`src/pkg/pmbmr_consts.svh`:
```
// constants for the margin command register bank
// Function
// - margin upper code is held in bits 11..2; other bits ignored on write.
// - margin lower code is held in bits 11..2; other bits ignored on write.
// - 8-bit variant uses upper eight bits of the field; 10-bit uses all ten.
// - margin upper at 25h, margin lower at 26h, both reset to zero.
// - command byte 00h off, 80h on, A4h go to margin upper code.
// - command byte 94h drives output toward margin lower code.
// - operation register is read/write, resets 0000h, low byte unused.
// - fault flag bit 9 at 78h sets on timeout, bad clock count, early read.
// - writing one to bit 9 clears the fault flag; reads zero without fault.
// - status register resets 0000h, all other bits read zero.
// - register 98h always reads 2200h, revision 22h in upper byte.
// - margin request bits clear themselves once output reaches the margin code.
// - moves between margin and nominal codes step at the slew rate.
`ifndef PMBMR_CONSTS_SVH
`define PMBMR_CONSTS_SVH
`define PMBMR_ADDR_OPERATION  8'h01
`define PMBMR_ADDR_MARGIN_HI  8'h25
`define PMBMR_ADDR_MARGIN_LO  8'h26
`define PMBMR_ADDR_STATUS     8'h78
`define PMBMR_ADDR_REVISION   8'h98
`define PMBMR_CODE_MSB        11
`define PMBMR_CODE_LSB        2
`define PMBMR_CODE8_LSB       4
`define PMBMR_CMD_MSB         15
`define PMBMR_CMD_LSB         8
`define PMBMR_FAULT_BIT       9
`define PMBMR_CMD_OFF         8'h00
`define PMBMR_CMD_ON          8'h80
`define PMBMR_CMD_MARGIN_HI   8'ha4
`define PMBMR_CMD_MARGIN_LO   8'h94
`define PMBMR_REVISION_VALUE  16'h2200
`define PMBMR_ZERO16          16'h0000
`define PMBMR_ZERO10          10'h000
`define PMBMR_ZERO8           8'h00
`define PMBMR_STEP10          10'h001
`define PMBMR_STEP8           10'h004
`define PMBMR_SLEW_DIV        8'h63
`endif

```
`src/pkg/pmbmr_pkg.sv`:
```
// types of the margin command register bank
`default_nettype none
package pmbmr_pkg;
  typedef enum logic [1:0] {
    PMBMR_OUT_OFF,
    PMBMR_OUT_ON,
    PMBMR_OUT_MARGIN_HI,
    PMBMR_OUT_MARGIN_LO
  } pmbmr_mode_type;

  typedef struct packed {
    logic [7:0]     cmd;
    logic [9:0]     margin_hi;
    logic [9:0]     margin_lo;
    logic           fault;
    pmbmr_mode_type mode;
    logic           hi_req;
    logic           lo_req;
    logic [15:0]    rdata;
    logic           rvalid;
    logic           seq_req;
    logic [9:0]     code;
    logic           out_en;
  } pmbmr_top_state_type;

  typedef struct packed {
    logic [7:0] div;
    logic [9:0] code;
  } pmbmr_slew_state_type;
endpackage : pmbmr_pkg
`default_nettype wire

```
`src/pkg/pmbmr_seq_if.sv`:
```
// link between register bank and output sequencer
`timescale 1ns/1ps
`default_nettype none
interface pmbmr_seq_if;
  logic       req;
  logic [9:0] target;
  logic       coarse;
  logic [9:0] code;
  logic       arrived;
  modport ctrl (output req, output target, output coarse, input code, input arrived);
  modport seq  (input req, input target, input coarse, output code, output arrived);
endinterface : pmbmr_seq_if
`default_nettype wire

```
`src/hdl/pmbmr_slew.sv`:
```
// output sequencer stepping the code toward its target at the slew rate
`timescale 1ns/1ps
`default_nettype none
`include "pmbmr_consts.svh"
module pmbmr_slew (
  input  wire logic   clk_sys,
  input  wire logic   reset,
  pmbmr_seq_if.seq    seq
);
  pmbmr_pkg::pmbmr_slew_state_type s_q;
  pmbmr_pkg::pmbmr_slew_state_type s_d;
  logic [9:0] step;
  logic       tick;

  always_comb begin
    s_d  = s_q;
    step = seq.coarse ? `PMBMR_STEP8 : `PMBMR_STEP10;
    // request restarts the divider so the first step lands at once
    tick = seq.req || (s_q.div == `PMBMR_ZERO8);
    if (tick) begin
      s_d.div = `PMBMR_SLEW_DIV;
    end else begin
      s_d.div = s_q.div - 8'h01;
    end
    if (tick) begin
      if (s_q.code < seq.target) begin
        if (seq.target - s_q.code > step) begin
          s_d.code = s_q.code + step;
        end else begin
          s_d.code = seq.target;
        end
      end else if (s_q.code > seq.target) begin
        if (s_q.code - seq.target > step) begin
          s_d.code = s_q.code - step;
        end else begin
          s_d.code = seq.target;
        end
      end
    end
  end

  always_ff @(posedge clk_sys or posedge reset) begin
    if (reset) begin
      s_q <= '0;
    end else begin
      s_q <= s_d;
    end
  end

  assign seq.code    = s_q.code;
  assign seq.arrived = (s_q.code == seq.target);
endmodule : pmbmr_slew
`default_nettype wire

```
`src/hdl/pmbmr_top.sv`:
```
// margin command register bank with its output sequencer
`timescale 1ns/1ps
`default_nettype none
`include "pmbmr_consts.svh"
module pmbmr_top #(
  parameter bit EIGHT_BIT = 1'b0
) (
  input  wire logic        clk_sys,
  input  wire logic        reset,
  input  wire logic        reg_wr_en,
  input  wire logic        reg_rd_en,
  input  wire logic [7:0]  reg_addr,
  input  wire logic [15:0] reg_wdata,
  output logic      [15:0] reg_rdata,
  output logic             reg_rd_valid,
  input  wire logic        fault_timeout,
  input  wire logic        fault_clock_count,
  input  wire logic        fault_read_early,
  input  wire logic        trig_margin_hi,
  input  wire logic        trig_margin_lo,
  input  wire logic [9:0]  nominal_code,
  output logic             margin_hi_pending,
  output logic             margin_lo_pending,
  output logic      [9:0]  dac_code,
  output logic             output_on
);
  pmbmr_pkg::pmbmr_top_state_type s_q;
  pmbmr_pkg::pmbmr_top_state_type s_d;
  pmbmr_seq_if seq ();

  logic       wr_op;
  logic       wr_hi;
  logic       wr_lo;
  logic       wr_st;
  logic [9:0] wcode;
  logic [7:0] wcmd;
  logic       cmd_known;
  logic       go_hi;
  logic       go_lo;

  pmbmr_slew u_slew (
    .clk_sys (clk_sys),
    .reset   (reset),
    .seq     (seq)
  );

  always_comb begin
    wr_op = reg_wr_en && (reg_addr == `PMBMR_ADDR_OPERATION);
    wr_hi = reg_wr_en && (reg_addr == `PMBMR_ADDR_MARGIN_HI);
    wr_lo = reg_wr_en && (reg_addr == `PMBMR_ADDR_MARGIN_LO);
    wr_st = reg_wr_en && (reg_addr == `PMBMR_ADDR_STATUS);
    wcmd  = reg_wdata[`PMBMR_CMD_MSB:`PMBMR_CMD_LSB];
    // 8-bit parts drop the two lowest code bits, keeping msb alignment
    if (EIGHT_BIT) begin
      wcode = {reg_wdata[`PMBMR_CODE_MSB:`PMBMR_CODE8_LSB], 2'b00};
    end else begin
      wcode = reg_wdata[`PMBMR_CODE_MSB:`PMBMR_CODE_LSB];
    end
    cmd_known = (wcmd == `PMBMR_CMD_OFF) || (wcmd == `PMBMR_CMD_ON) ||
                (wcmd == `PMBMR_CMD_MARGIN_HI) || (wcmd == `PMBMR_CMD_MARGIN_LO);
    go_hi = trig_margin_hi || (wr_op && (wcmd == `PMBMR_CMD_MARGIN_HI));
    go_lo = trig_margin_lo || (wr_op && (wcmd == `PMBMR_CMD_MARGIN_LO));
  end

  always_comb begin
    s_d = s_q;
    s_d.seq_req = 1'b0;
    s_d.rvalid  = 1'b0;
    if (wr_hi) begin
      s_d.margin_hi = wcode;
    end
    if (wr_lo) begin
      s_d.margin_lo = wcode;
    end
    if (wr_op) begin
      // command byte stays readable even when it has no meaning
      s_d.cmd = wcmd;
      if (cmd_known) begin
        s_d.seq_req = 1'b1;
        unique case (wcmd)
          `PMBMR_CMD_OFF: begin
            s_d.mode = pmbmr_pkg::PMBMR_OUT_OFF;
          end
          `PMBMR_CMD_ON: begin
            s_d.mode = pmbmr_pkg::PMBMR_OUT_ON;
          end
          `PMBMR_CMD_MARGIN_HI: begin
            s_d.mode = pmbmr_pkg::PMBMR_OUT_MARGIN_HI;
          end
          `PMBMR_CMD_MARGIN_LO: begin
            s_d.mode = pmbmr_pkg::PMBMR_OUT_MARGIN_LO;
          end
          default: begin
            s_d.mode = s_q.mode;
          end
        endcase
      end
      // unknown bytes fall through with the mode untouched
    end
    if (trig_margin_hi) begin
      s_d.mode    = pmbmr_pkg::PMBMR_OUT_MARGIN_HI;
      s_d.seq_req = 1'b1;
    end else if (trig_margin_lo) begin
      s_d.mode    = pmbmr_pkg::PMBMR_OUT_MARGIN_LO;
      s_d.seq_req = 1'b1;
    end
    // request drops on arrival; a fresh request in the same cycle wins
    if (go_hi) begin
      s_d.hi_req = 1'b1;
      s_d.lo_req = 1'b0;
    end else if (s_q.hi_req && seq.arrived &&
                 (s_q.mode == pmbmr_pkg::PMBMR_OUT_MARGIN_HI)) begin
      s_d.hi_req = 1'b0;
    end
    if (go_lo && !go_hi) begin
      s_d.lo_req = 1'b1;
      s_d.hi_req = 1'b0;
    end else if (s_q.lo_req && seq.arrived &&
                 (s_q.mode == pmbmr_pkg::PMBMR_OUT_MARGIN_LO)) begin
      s_d.lo_req = 1'b0;
    end
    if (s_q.mode != pmbmr_pkg::PMBMR_OUT_MARGIN_HI && !go_hi) begin
      s_d.hi_req = 1'b0;
    end
    if (s_q.mode != pmbmr_pkg::PMBMR_OUT_MARGIN_LO && !go_lo) begin
      s_d.lo_req = 1'b0;
    end
    // a new fault beats a clear in the same cycle
    if (wr_st && reg_wdata[`PMBMR_FAULT_BIT]) begin
      s_d.fault = 1'b0;
    end
    if (fault_timeout || fault_clock_count || fault_read_early) begin
      s_d.fault = 1'b1;
    end
    if (reg_rd_en) begin
      s_d.rvalid = 1'b1;
      unique case (reg_addr)
        `PMBMR_ADDR_OPERATION: begin
          s_d.rdata = {s_q.cmd, `PMBMR_ZERO8};
        end
        `PMBMR_ADDR_STATUS: begin
          s_d.rdata = `PMBMR_ZERO16;
          s_d.rdata[`PMBMR_FAULT_BIT] = s_q.fault;
        end
        `PMBMR_ADDR_REVISION: begin
          s_d.rdata = `PMBMR_REVISION_VALUE;
        end
        default: begin
          // margin codes are write-only and read back as zero
          s_d.rdata = `PMBMR_ZERO16;
        end
      endcase
    end
    s_d.code   = seq.code;
    s_d.out_en = (s_q.mode != pmbmr_pkg::PMBMR_OUT_OFF);
  end

  always_comb begin
    seq.req    = s_q.seq_req;
    seq.coarse = EIGHT_BIT;
    // off holds the last code so turning on resumes from there
    unique case (s_q.mode)
      pmbmr_pkg::PMBMR_OUT_OFF: begin
        seq.target = seq.code;
      end
      pmbmr_pkg::PMBMR_OUT_ON: begin
        seq.target = nominal_code;
      end
      pmbmr_pkg::PMBMR_OUT_MARGIN_HI: begin
        seq.target = s_q.margin_hi;
      end
      pmbmr_pkg::PMBMR_OUT_MARGIN_LO: begin
        seq.target = s_q.margin_lo;
      end
    endcase
  end

  always_ff @(posedge clk_sys or posedge reset) begin
    if (reset) begin
      s_q           <= '0;
      s_q.mode      <= pmbmr_pkg::PMBMR_OUT_OFF;
      s_q.margin_hi <= `PMBMR_ZERO10;
      s_q.margin_lo <= `PMBMR_ZERO10;
    end else begin
      s_q <= s_d;
    end
  end

  assign reg_rdata         = s_q.rdata;
  assign reg_rd_valid      = s_q.rvalid;
  assign margin_hi_pending = s_q.hi_req;
  assign margin_lo_pending = s_q.lo_req;
  assign dac_code          = s_q.code;
  assign output_on         = s_q.out_en;
endmodule : pmbmr_top
`default_nettype wire

```
`config.mk`:
```
export PLATFORM = sky130hd
export DESIGN_NAME = pmbmr_top
export DESIGN_NICKNAME = d
export VERILOG_FILES = /design/src/pkg/pmbmr_pkg.sv /design/src/pkg/pmbmr_seq_if.sv /design/src/hdl/pmbmr_slew.sv /design/src/hdl/pmbmr_top.sv
export VERILOG_INCLUDE_DIRS = /design/src /design/src/pkg
export SDC_FILE = /design/constraint.sdc
export NUM_CORES = 1
export LEC_CHECK = 0
export BUFFER_PORTS_ARGS = -buffer_cell sky130_fd_sc_hd__clkbuf_2
export CORE_AREA = 3 3 109 111
export CTS_CLUSTER_DIAMETER = 40
export DETAILED_ROUTE_END_ITERATION = 10
export DIE_AREA = 0 0 112 114
export GPL_TIMING_DRIVEN = 0
export PLACE_DENSITY = 0.71
export SYNTH_ARGS = -nofsm -noshare
export SYNTH_HDL_FRONTEND = slang
export SYNTH_SLANG_ARGS = --single-unit
export TNS_END_PERCENT = 10
```
`constraint.sdc`:
```
create_clock -name clk_sys -period 6.2 [get_ports clk_sys]
set_input_delay 0.62 -clock clk_sys [delete_from_list [all_inputs] [get_ports clk_sys]]
set_output_delay 0.62 -clock clk_sys [all_outputs]
set_load 0.02 [all_outputs]
```
==> metrics.yaml, run 1 <==
logic_synthesis:
  ys_seq_area_frac: 0.370
  synth_edf_count: 0
  yosysUniqueCellTypes: 65
  synth_compound_area_frac: 0.178
  synth_top_family_by_area: "compound AO/OA/AOI/OAI gates"
  async_flop_share: 1.00
  synth-xor-area-share: 0.0270
  syn_area_um2: 4870
  synth-seq-cells: 72
  synthCells: 513
  synth_area_per_cell_um2: 9.50
  synthAdderAreaFrac: 0.0529
  muxShareOfSynthArea: 0.116
  yosys_most_used_dff: "dfrtp_1"
  synth_warnings: 0
  yosys.area_share.simple: 0.174
final_layout:
  fillers: 1002
  area_growth_pct: 14.7
  layout_common_cells: "dfrtp_1, clkbuf_2, nor2_1, mux2_2, nand2_1"
  mostFrequentLayoutCell: "dfrtp_1"
  register_area_um2: 1800
  n_antenna_cell: 0
  final_area_um2: 5590
  multiInputGateArea_um2: 2700
  final_cell_count_no_fill: 738
  nets: 656
  drive_gt1_frac: 0.263
clocking:
  hold_buffers: 0
  cts.htree.levels: 3
  cts_made_buffers: 9
  post-cts-setup-buffers: 0
  insertion_delay_ns: 0.36
  cts_sinks: 72
  clock_path_buffers: 2
  clock-root-buffer: "clkbuf_8"
  cts_tree: "yes"
  ctsResizeCount: 0
  path_clk_slew_ns: 0.08
routing:
  ant_nets: 0
  wl_um: 12700
  drcViolationCount: 0
  initialDrtViolationCount: 273
  vias_per_cell: 5.86
  vias: 4322
  dr.pass1.iters: 5
  wl_per_cell_um: 17.2
floorplan:
  die_x_um: 112
  die_y_um: 114
  dieArea_um2: 12800
  row_count: 38
  coreArea_um2: 10900
  io_pins: 73
  start_util: 0.447
timing:
  finalSetupViolCount: 0
  hold_ws_ns: 0.383
  rsz0062_at_grt: "no"
  period_needed_ns: 5.42
  tns_ns: 0
  slew_violations: 0
  relSlewSlack: 0.418
  fmax_ghz: 0.184
  fin_skew_ns: 0.0134
  fin_crit_sh: 0.874
  finalHoldViolations: 0
  worst_pin_slew_ns: 0.870
power_and_ir_drop:
  ir_drop_mv: 0.191
  p_per_area_nw_per_um2: 369
  leakagePower_nw: 2.55
place:
  gp_routability_congestion: 0.962
  dp_cells: 722
  io_buffer_count: 62
  post-dp-hpwl_um: 9810
  placed_area_um2: 5390
worst_setup_path:
  cp.required_ns: 6.43
  r2r_cells: 15
  worstSetupPathType: "reg2reg"
  startpoint_type: "flip-flop"
  crit_fanout: 10
  worst_setup_path_end_kind: "flip-flop"
  critical_path_arrival_ns: 5.65
hold_path:
  hold_path_class: "reg2reg"
  whs_path_depth: 0
global_route:
  grt-ovfl-total: 0
  grt_max_degree: 73
  grt_pass1_vias: 4127
  grt_use_total: 0.203
  grt_antenna_before_repair: 0
  grt_pass1_wl_um: 20900
run:
  cap_violations: 0
status:
  status: "completed"
cell usage after synthesis, types with 3 or more instances:
master     instances  area (µm²)
a2111oi_0          3        26.3
a211oi_1           4        30.0
a21o_1             4        30.0
a21oi_1           23         115
a221o_1            4        40.0
a311o_1            3        30.0
a311oi_1           3        26.3
a31o_2             3        26.3
a31oi_1            9        56.3
and2_1             4        25.0
and3_1             9        56.3
buf_4             27         203
clkbuf_1          19        71.3
dfrtp_1           72        1800
ha_1              19         238
inv_1             29         109
mux2_2            34         383
mux2i_1            9        90.1
mux4_2             4        90.1
nand2_1           33         124
nand2b_1           9        56.3
nand3_1           14        70.1
nand4_1            5        31.3
nor2_1            35         131
nor2b_1            6        37.5
nor3_1            13        65.1
nor3b_1            4        30.0
nor4_1             9        56.3
nor4bb_1           6        60.1
o21a_1             3        22.5
o21ai_0           19        95.1
o21ai_1            3        15.0
o22ai_1            6        37.5
o2bb2ai_1          6        52.6
or2_2              3        18.8
or3_1              5        31.3
xnor2_1           12         105
xor2_1             3        26.3
layer usage:
layer	vias up	share of wire	global-route usage
met5	-	0	0
met4	0	0.020	0.0673
met3	24	0.085	0.0472
met2	199	0.47	0.328
met1	2077	0.43	0.271
li1	2022	-	-
through the flow:
stage	utilization	total power [mW]	setup slack (ns)
after CTS	0.513	2.05	0.860
after global placement	0.494	1.66	0.836
after global routing	0.513	2.20	0.410
final	0.513	2.06	0.779
after floorplan	-	1.39	1.89
after detailed placement	0.495	1.66	0.841
worst paths after layout:
path,start,to,slack [ns]
max reg2reg,s_q[32]$_DFFE_PP0P_,u_slew.seq.code[3]$_DFFE_PP0P_,0.78
max in group asynchronous,reset,u_slew.seq.code[9]$_DFFE_PP0P_,5.22
min reg2reg,u_slew.seq.code[2]$_DFFE_PP0P_,dac_code[2]$_DFF_PP0_,0.38
min,u_slew.seq.code[2]$_DFFE_PP0P_,dac_code[2]$_DFF_PP0_,0.38
min in group asynchronous,reset,u_slew.s_q[14]$_DFF_PP0_,0.44
max,s_q[32]$_DFFE_PP0P_,u_slew.seq.code[3]$_DFFE_PP0P_,0.78
final cells by class:
| class | count | share of cell area |
|---|---|---|
| well taps | 140 | 0.0313 |
| repair buffers | 62 | 0.0555 |
| plain buffers | 49 | 0.0515 |
| clock buffers | 9 | 0.0222 |
| clock inverters | 7 | 0.0141 |
| inverters | 29 | 0.0199 |
| multi-input cells | 370 | 0.483 |
| flip-flops and latches | 72 | 0.322 |
critical path, cell delays in order (launching register included):
cell and delay, ns:
dfrtp_1 0.49, clkbuf_1 0.37, clkbuf_1 0.41, clkbuf_1 0.38
a21oi_1 0.20, ha_1 0.37, clkbuf_1 0.35, o21ai_0 0.17
a2111o_1 0.37, or4_1 0.52, nor3_1 0.20, o2111ai_1 0.39
or2_2 0.48, o21ai_4 0.11, a211oi_1 0.12, a221o_1 0.34
power breakdown:
group          switching, mW  total [mW]  internal [mW]
Sequential            0.0727       0.616          0.543
Combinational          0.631        1.06          0.433
Clock                  0.193       0.382          0.189
Total                  0.897        2.06           1.17
logic make-up (layout without fill, tap and decap cells):
group,count (synthesis),after routing
buffers and inverters,78,156
XOR/XNOR,15,15
adder cells (fa/ha/maj),20,20
flip-flops,72,72
AND/OR/NAND/NOR,161,161
other,1,8
multiplexers,47,47
AO/OA/AOI/OAI,119,119
state kept, by name (all words and copies together) (netlist names):
signal             count
u_slew.s_q             8
output_on              1
reg_rdata              8
margin_hi_pending      1
s_q                   31
dac_code              10
margin_lo_pending      1
seq.req                1
reg_rd_valid           1
u_slew.seq.code       10
Note: power is estimated with default switching activity, not from simulation.
==> run 2, diff against run 1 <==
--- a/config.mk
+++ b/config.mk
@@ -13,6 +13,7 @@
 export DIE_AREA = 0 0 112 114
 export GPL_TIMING_DRIVEN = 0
 export PLACE_DENSITY = 0.71
+export REMOVE_ABC_BUFFERS = 1
 export SYNTH_ARGS = -nofsm -noshare
 export SYNTH_HDL_FRONTEND = slang
 export SYNTH_SLANG_ARGS = --single-unit
==> run 2 against run 1 <==
Against the previous run:
- worst setup slack lost 0.33 ns
- largest cell class unchanged
- clock power shrank 15%
- critical path depth down 2
- die area is the same
- critical endpoint unchanged
- worst hold slack improved by 0.048 ns
- power fell by 6.3%
==> metrics.yaml, run 2 (synthesis gave the netlist of run 1 again) <==
status:
  status: "completed"
power_and_ir_drop:
  power.share.clock: 0.168
  leakagePower_nw: 2.38
  p_per_area_nw_per_um2: 366
  power.switching_uw: 855
  internal_power_mw: 1.08
  seqPwrFrac: 0.338
  comb_power_share: 0.494
  ir_drop_mv: 0.199
  swShare: 0.443
global_route:
  grt_max_degree: 73
  grt_pass1_wl_um: 19800
  grt_pass1_vias: 4013
  grt_use_total: 0.190
  grt_antenna_before_repair: 0
  grt-ovfl-total: 0
timing:
  finalSetupViolCount: 0
  worst_pin_slew_ns: 1.16
  hold_ws_ns: 0.431
  fin_skew_ns: 0.00904
  tns_ns: 0
  relSlewSlack: 0.225
  period_needed_ns: 5.76
  finalHoldViolations: 0
  fin_crit_sh: 0.928
  setup_ws_ns: 0.445
  rsz0062_at_grt: "no"
  fmax_ghz: 0.174
  slew_violations: 0
final_layout:
  fillers: 1008
  final_cell_count_no_fill: 689
  area_growth_pct: 8.32
  n_antenna_cell: 0
  drive_gt1_frac: 0.235
  final_util: 0.485
  nets: 608
  top_register: "s_q"
  largest_reg_flops: 31
  mostFrequentLayoutCell: "dfrtp_1"
  layout_common_cells: "dfrtp_1, clkbuf_2, nor2_1, mux2_2, nand2_1"
place:
  pre_cts_slack_ns: 0.478
  io_buffer_count: 62
  gp_routability_congestion: 0.975
  dp_cells: 674
  post-dp-hpwl_um: 8690
routing:
  vias_per_cell: 5.86
  wl_per_cell_um: 16.8
  drcViolationCount: 0
  dr.pass1.iters: 6
  initialDrtViolationCount: 238
  ant_nets: 0
  vias: 4037
  wl_um: 11600
worst_setup_path:
  crit_start: "s_q[31]$_DFFE_PP0P_"
  startpoint_type: "flip-flop"
  r2r_start: "s_q[31]$_DFFE_PP0P_"
  worst_setup_path_end_kind: "flip-flop"
  cp.required_ns: 6.48
  worstSetupPathType: "reg2reg"
  crit_fanout: 27
  critical_path_arrival_ns: 6.03
floorplan:
  die_x_um: 112
  dieArea_um2: 12800
  coreArea_um2: 10900
  die_y_um: 114
  row_count: 38
  io_pins: 73
  start_util: 0.447
clocking:
  ctsResizeCount: 0
  cts.htree.levels: 3
  clock-root-buffer: "clkbuf_8"
  cts_made_buffers: 9
  path_clk_slew_ns: 0.08
  cts_tree: "yes"
  hold_buffers: 0
  cts_sinks: 72
  insertion_delay_ns: 0.34
  clock_path_buffers: 2
  post-cts-setup-buffers: 0
run:
  cap_violations: 0
hold_path:
  hold_path_class: "in2async"
## run 2: changes by cell type in the layout (fill, tap and decap cells not counted)
cell,before,now
buf_1,1,0
buf_2,2,1
buf_4,27,0
bufinv_16,1,0
clkbuf_1,19,0
clkinv_2,0,2
clkinv_4,1,3
clkinvlp_4,3,0
inv_6,2,1
nor3b_1,4,3
nor3b_2,0,1
## run 2: worst max-delay path, stage by stage (launching register included)
cell and delay (ns):
dfrtp_1 1.12, mux2_2 0.32, nor2_1 0.04, a21oi_1 0.43, ha_1 0.37, ha_1 0.21
a311o_1 0.31, a221oi_2 0.39, a21oi_1 0.18, a221oi_1 0.91, buf_2 0.33, o21ai_1 0.38
a2111oi_0 0.48, a221o_1 0.19
## run 2: metrics by stage
step	cell area [µm²]	power (mW)
4_1_cts	5280	1.93
6_report	5280	1.93
3_5_place_dp	5110	1.59
3_3_place_gp	5100	1.57
5_1_grt	5280	2.09
2_1_floorplan	4610	1.33
## run 2: power groups by stage
stage / Sequential (mW) / Combinational [mW] / Clock, mW
final: 0.652 / 0.955 / 0.325
after global routing: 0.668 / 1.06 / 0.363
after CTS: 0.651 / 0.940 / 0.339
after detailed placement: 0.659 / 0.934 / 0
after global placement: 0.658 / 0.913 / 0
after floorplan: 0.666 / 0.667 / 0
## run 2: layout make-up
type | count | area [µm²] | share of cell area
Multi-Input combinational cell | 370 | 2710 | 0.513
Clock buffer | 9 | 124 | 0.0235
Tap cell | 140 | 175 | 0.0332
Timing Repair Buffer | 63 | 315 | 0.0597
Sequential cell | 72 | 1800 | 0.341
Clock inverter | 6 | 45.0 | 0.00853
Inverter | 29 | 111 | 0.0211
## run 2: path summary, 6_finish.rpt
path,to,slack [ns],cells past startpoint
min reg2reg,u_slew.s_q[10]$_DFF_PP0_,0.47,1
max in group asynchronous,dac_code[1]$_DFF_PP0_,5.20,2
max reg2reg,u_slew.seq.code[3]$_DFFE_PP0P_,0.44,13
min in group clk_sys,s_q[33]$_DFFE_PP0P_,0.45,2
max,u_slew.seq.code[3]$_DFFE_PP0P_,0.44,13
min,u_slew.s_q[17]$_DFF_PP0_,0.43,2
## run 2: layer usage
metal | track usage | part of all wire | vias to the layer above
met5 | 0 | 0 | -
met4 | 0.0625 | 0.015 | 0
met3 | 0.0308 | 0.065 | 17
met2 | 0.308 | 0.46 | 149
met1 | 0.262 | 0.46 | 1960
li1 | - | - | 1911
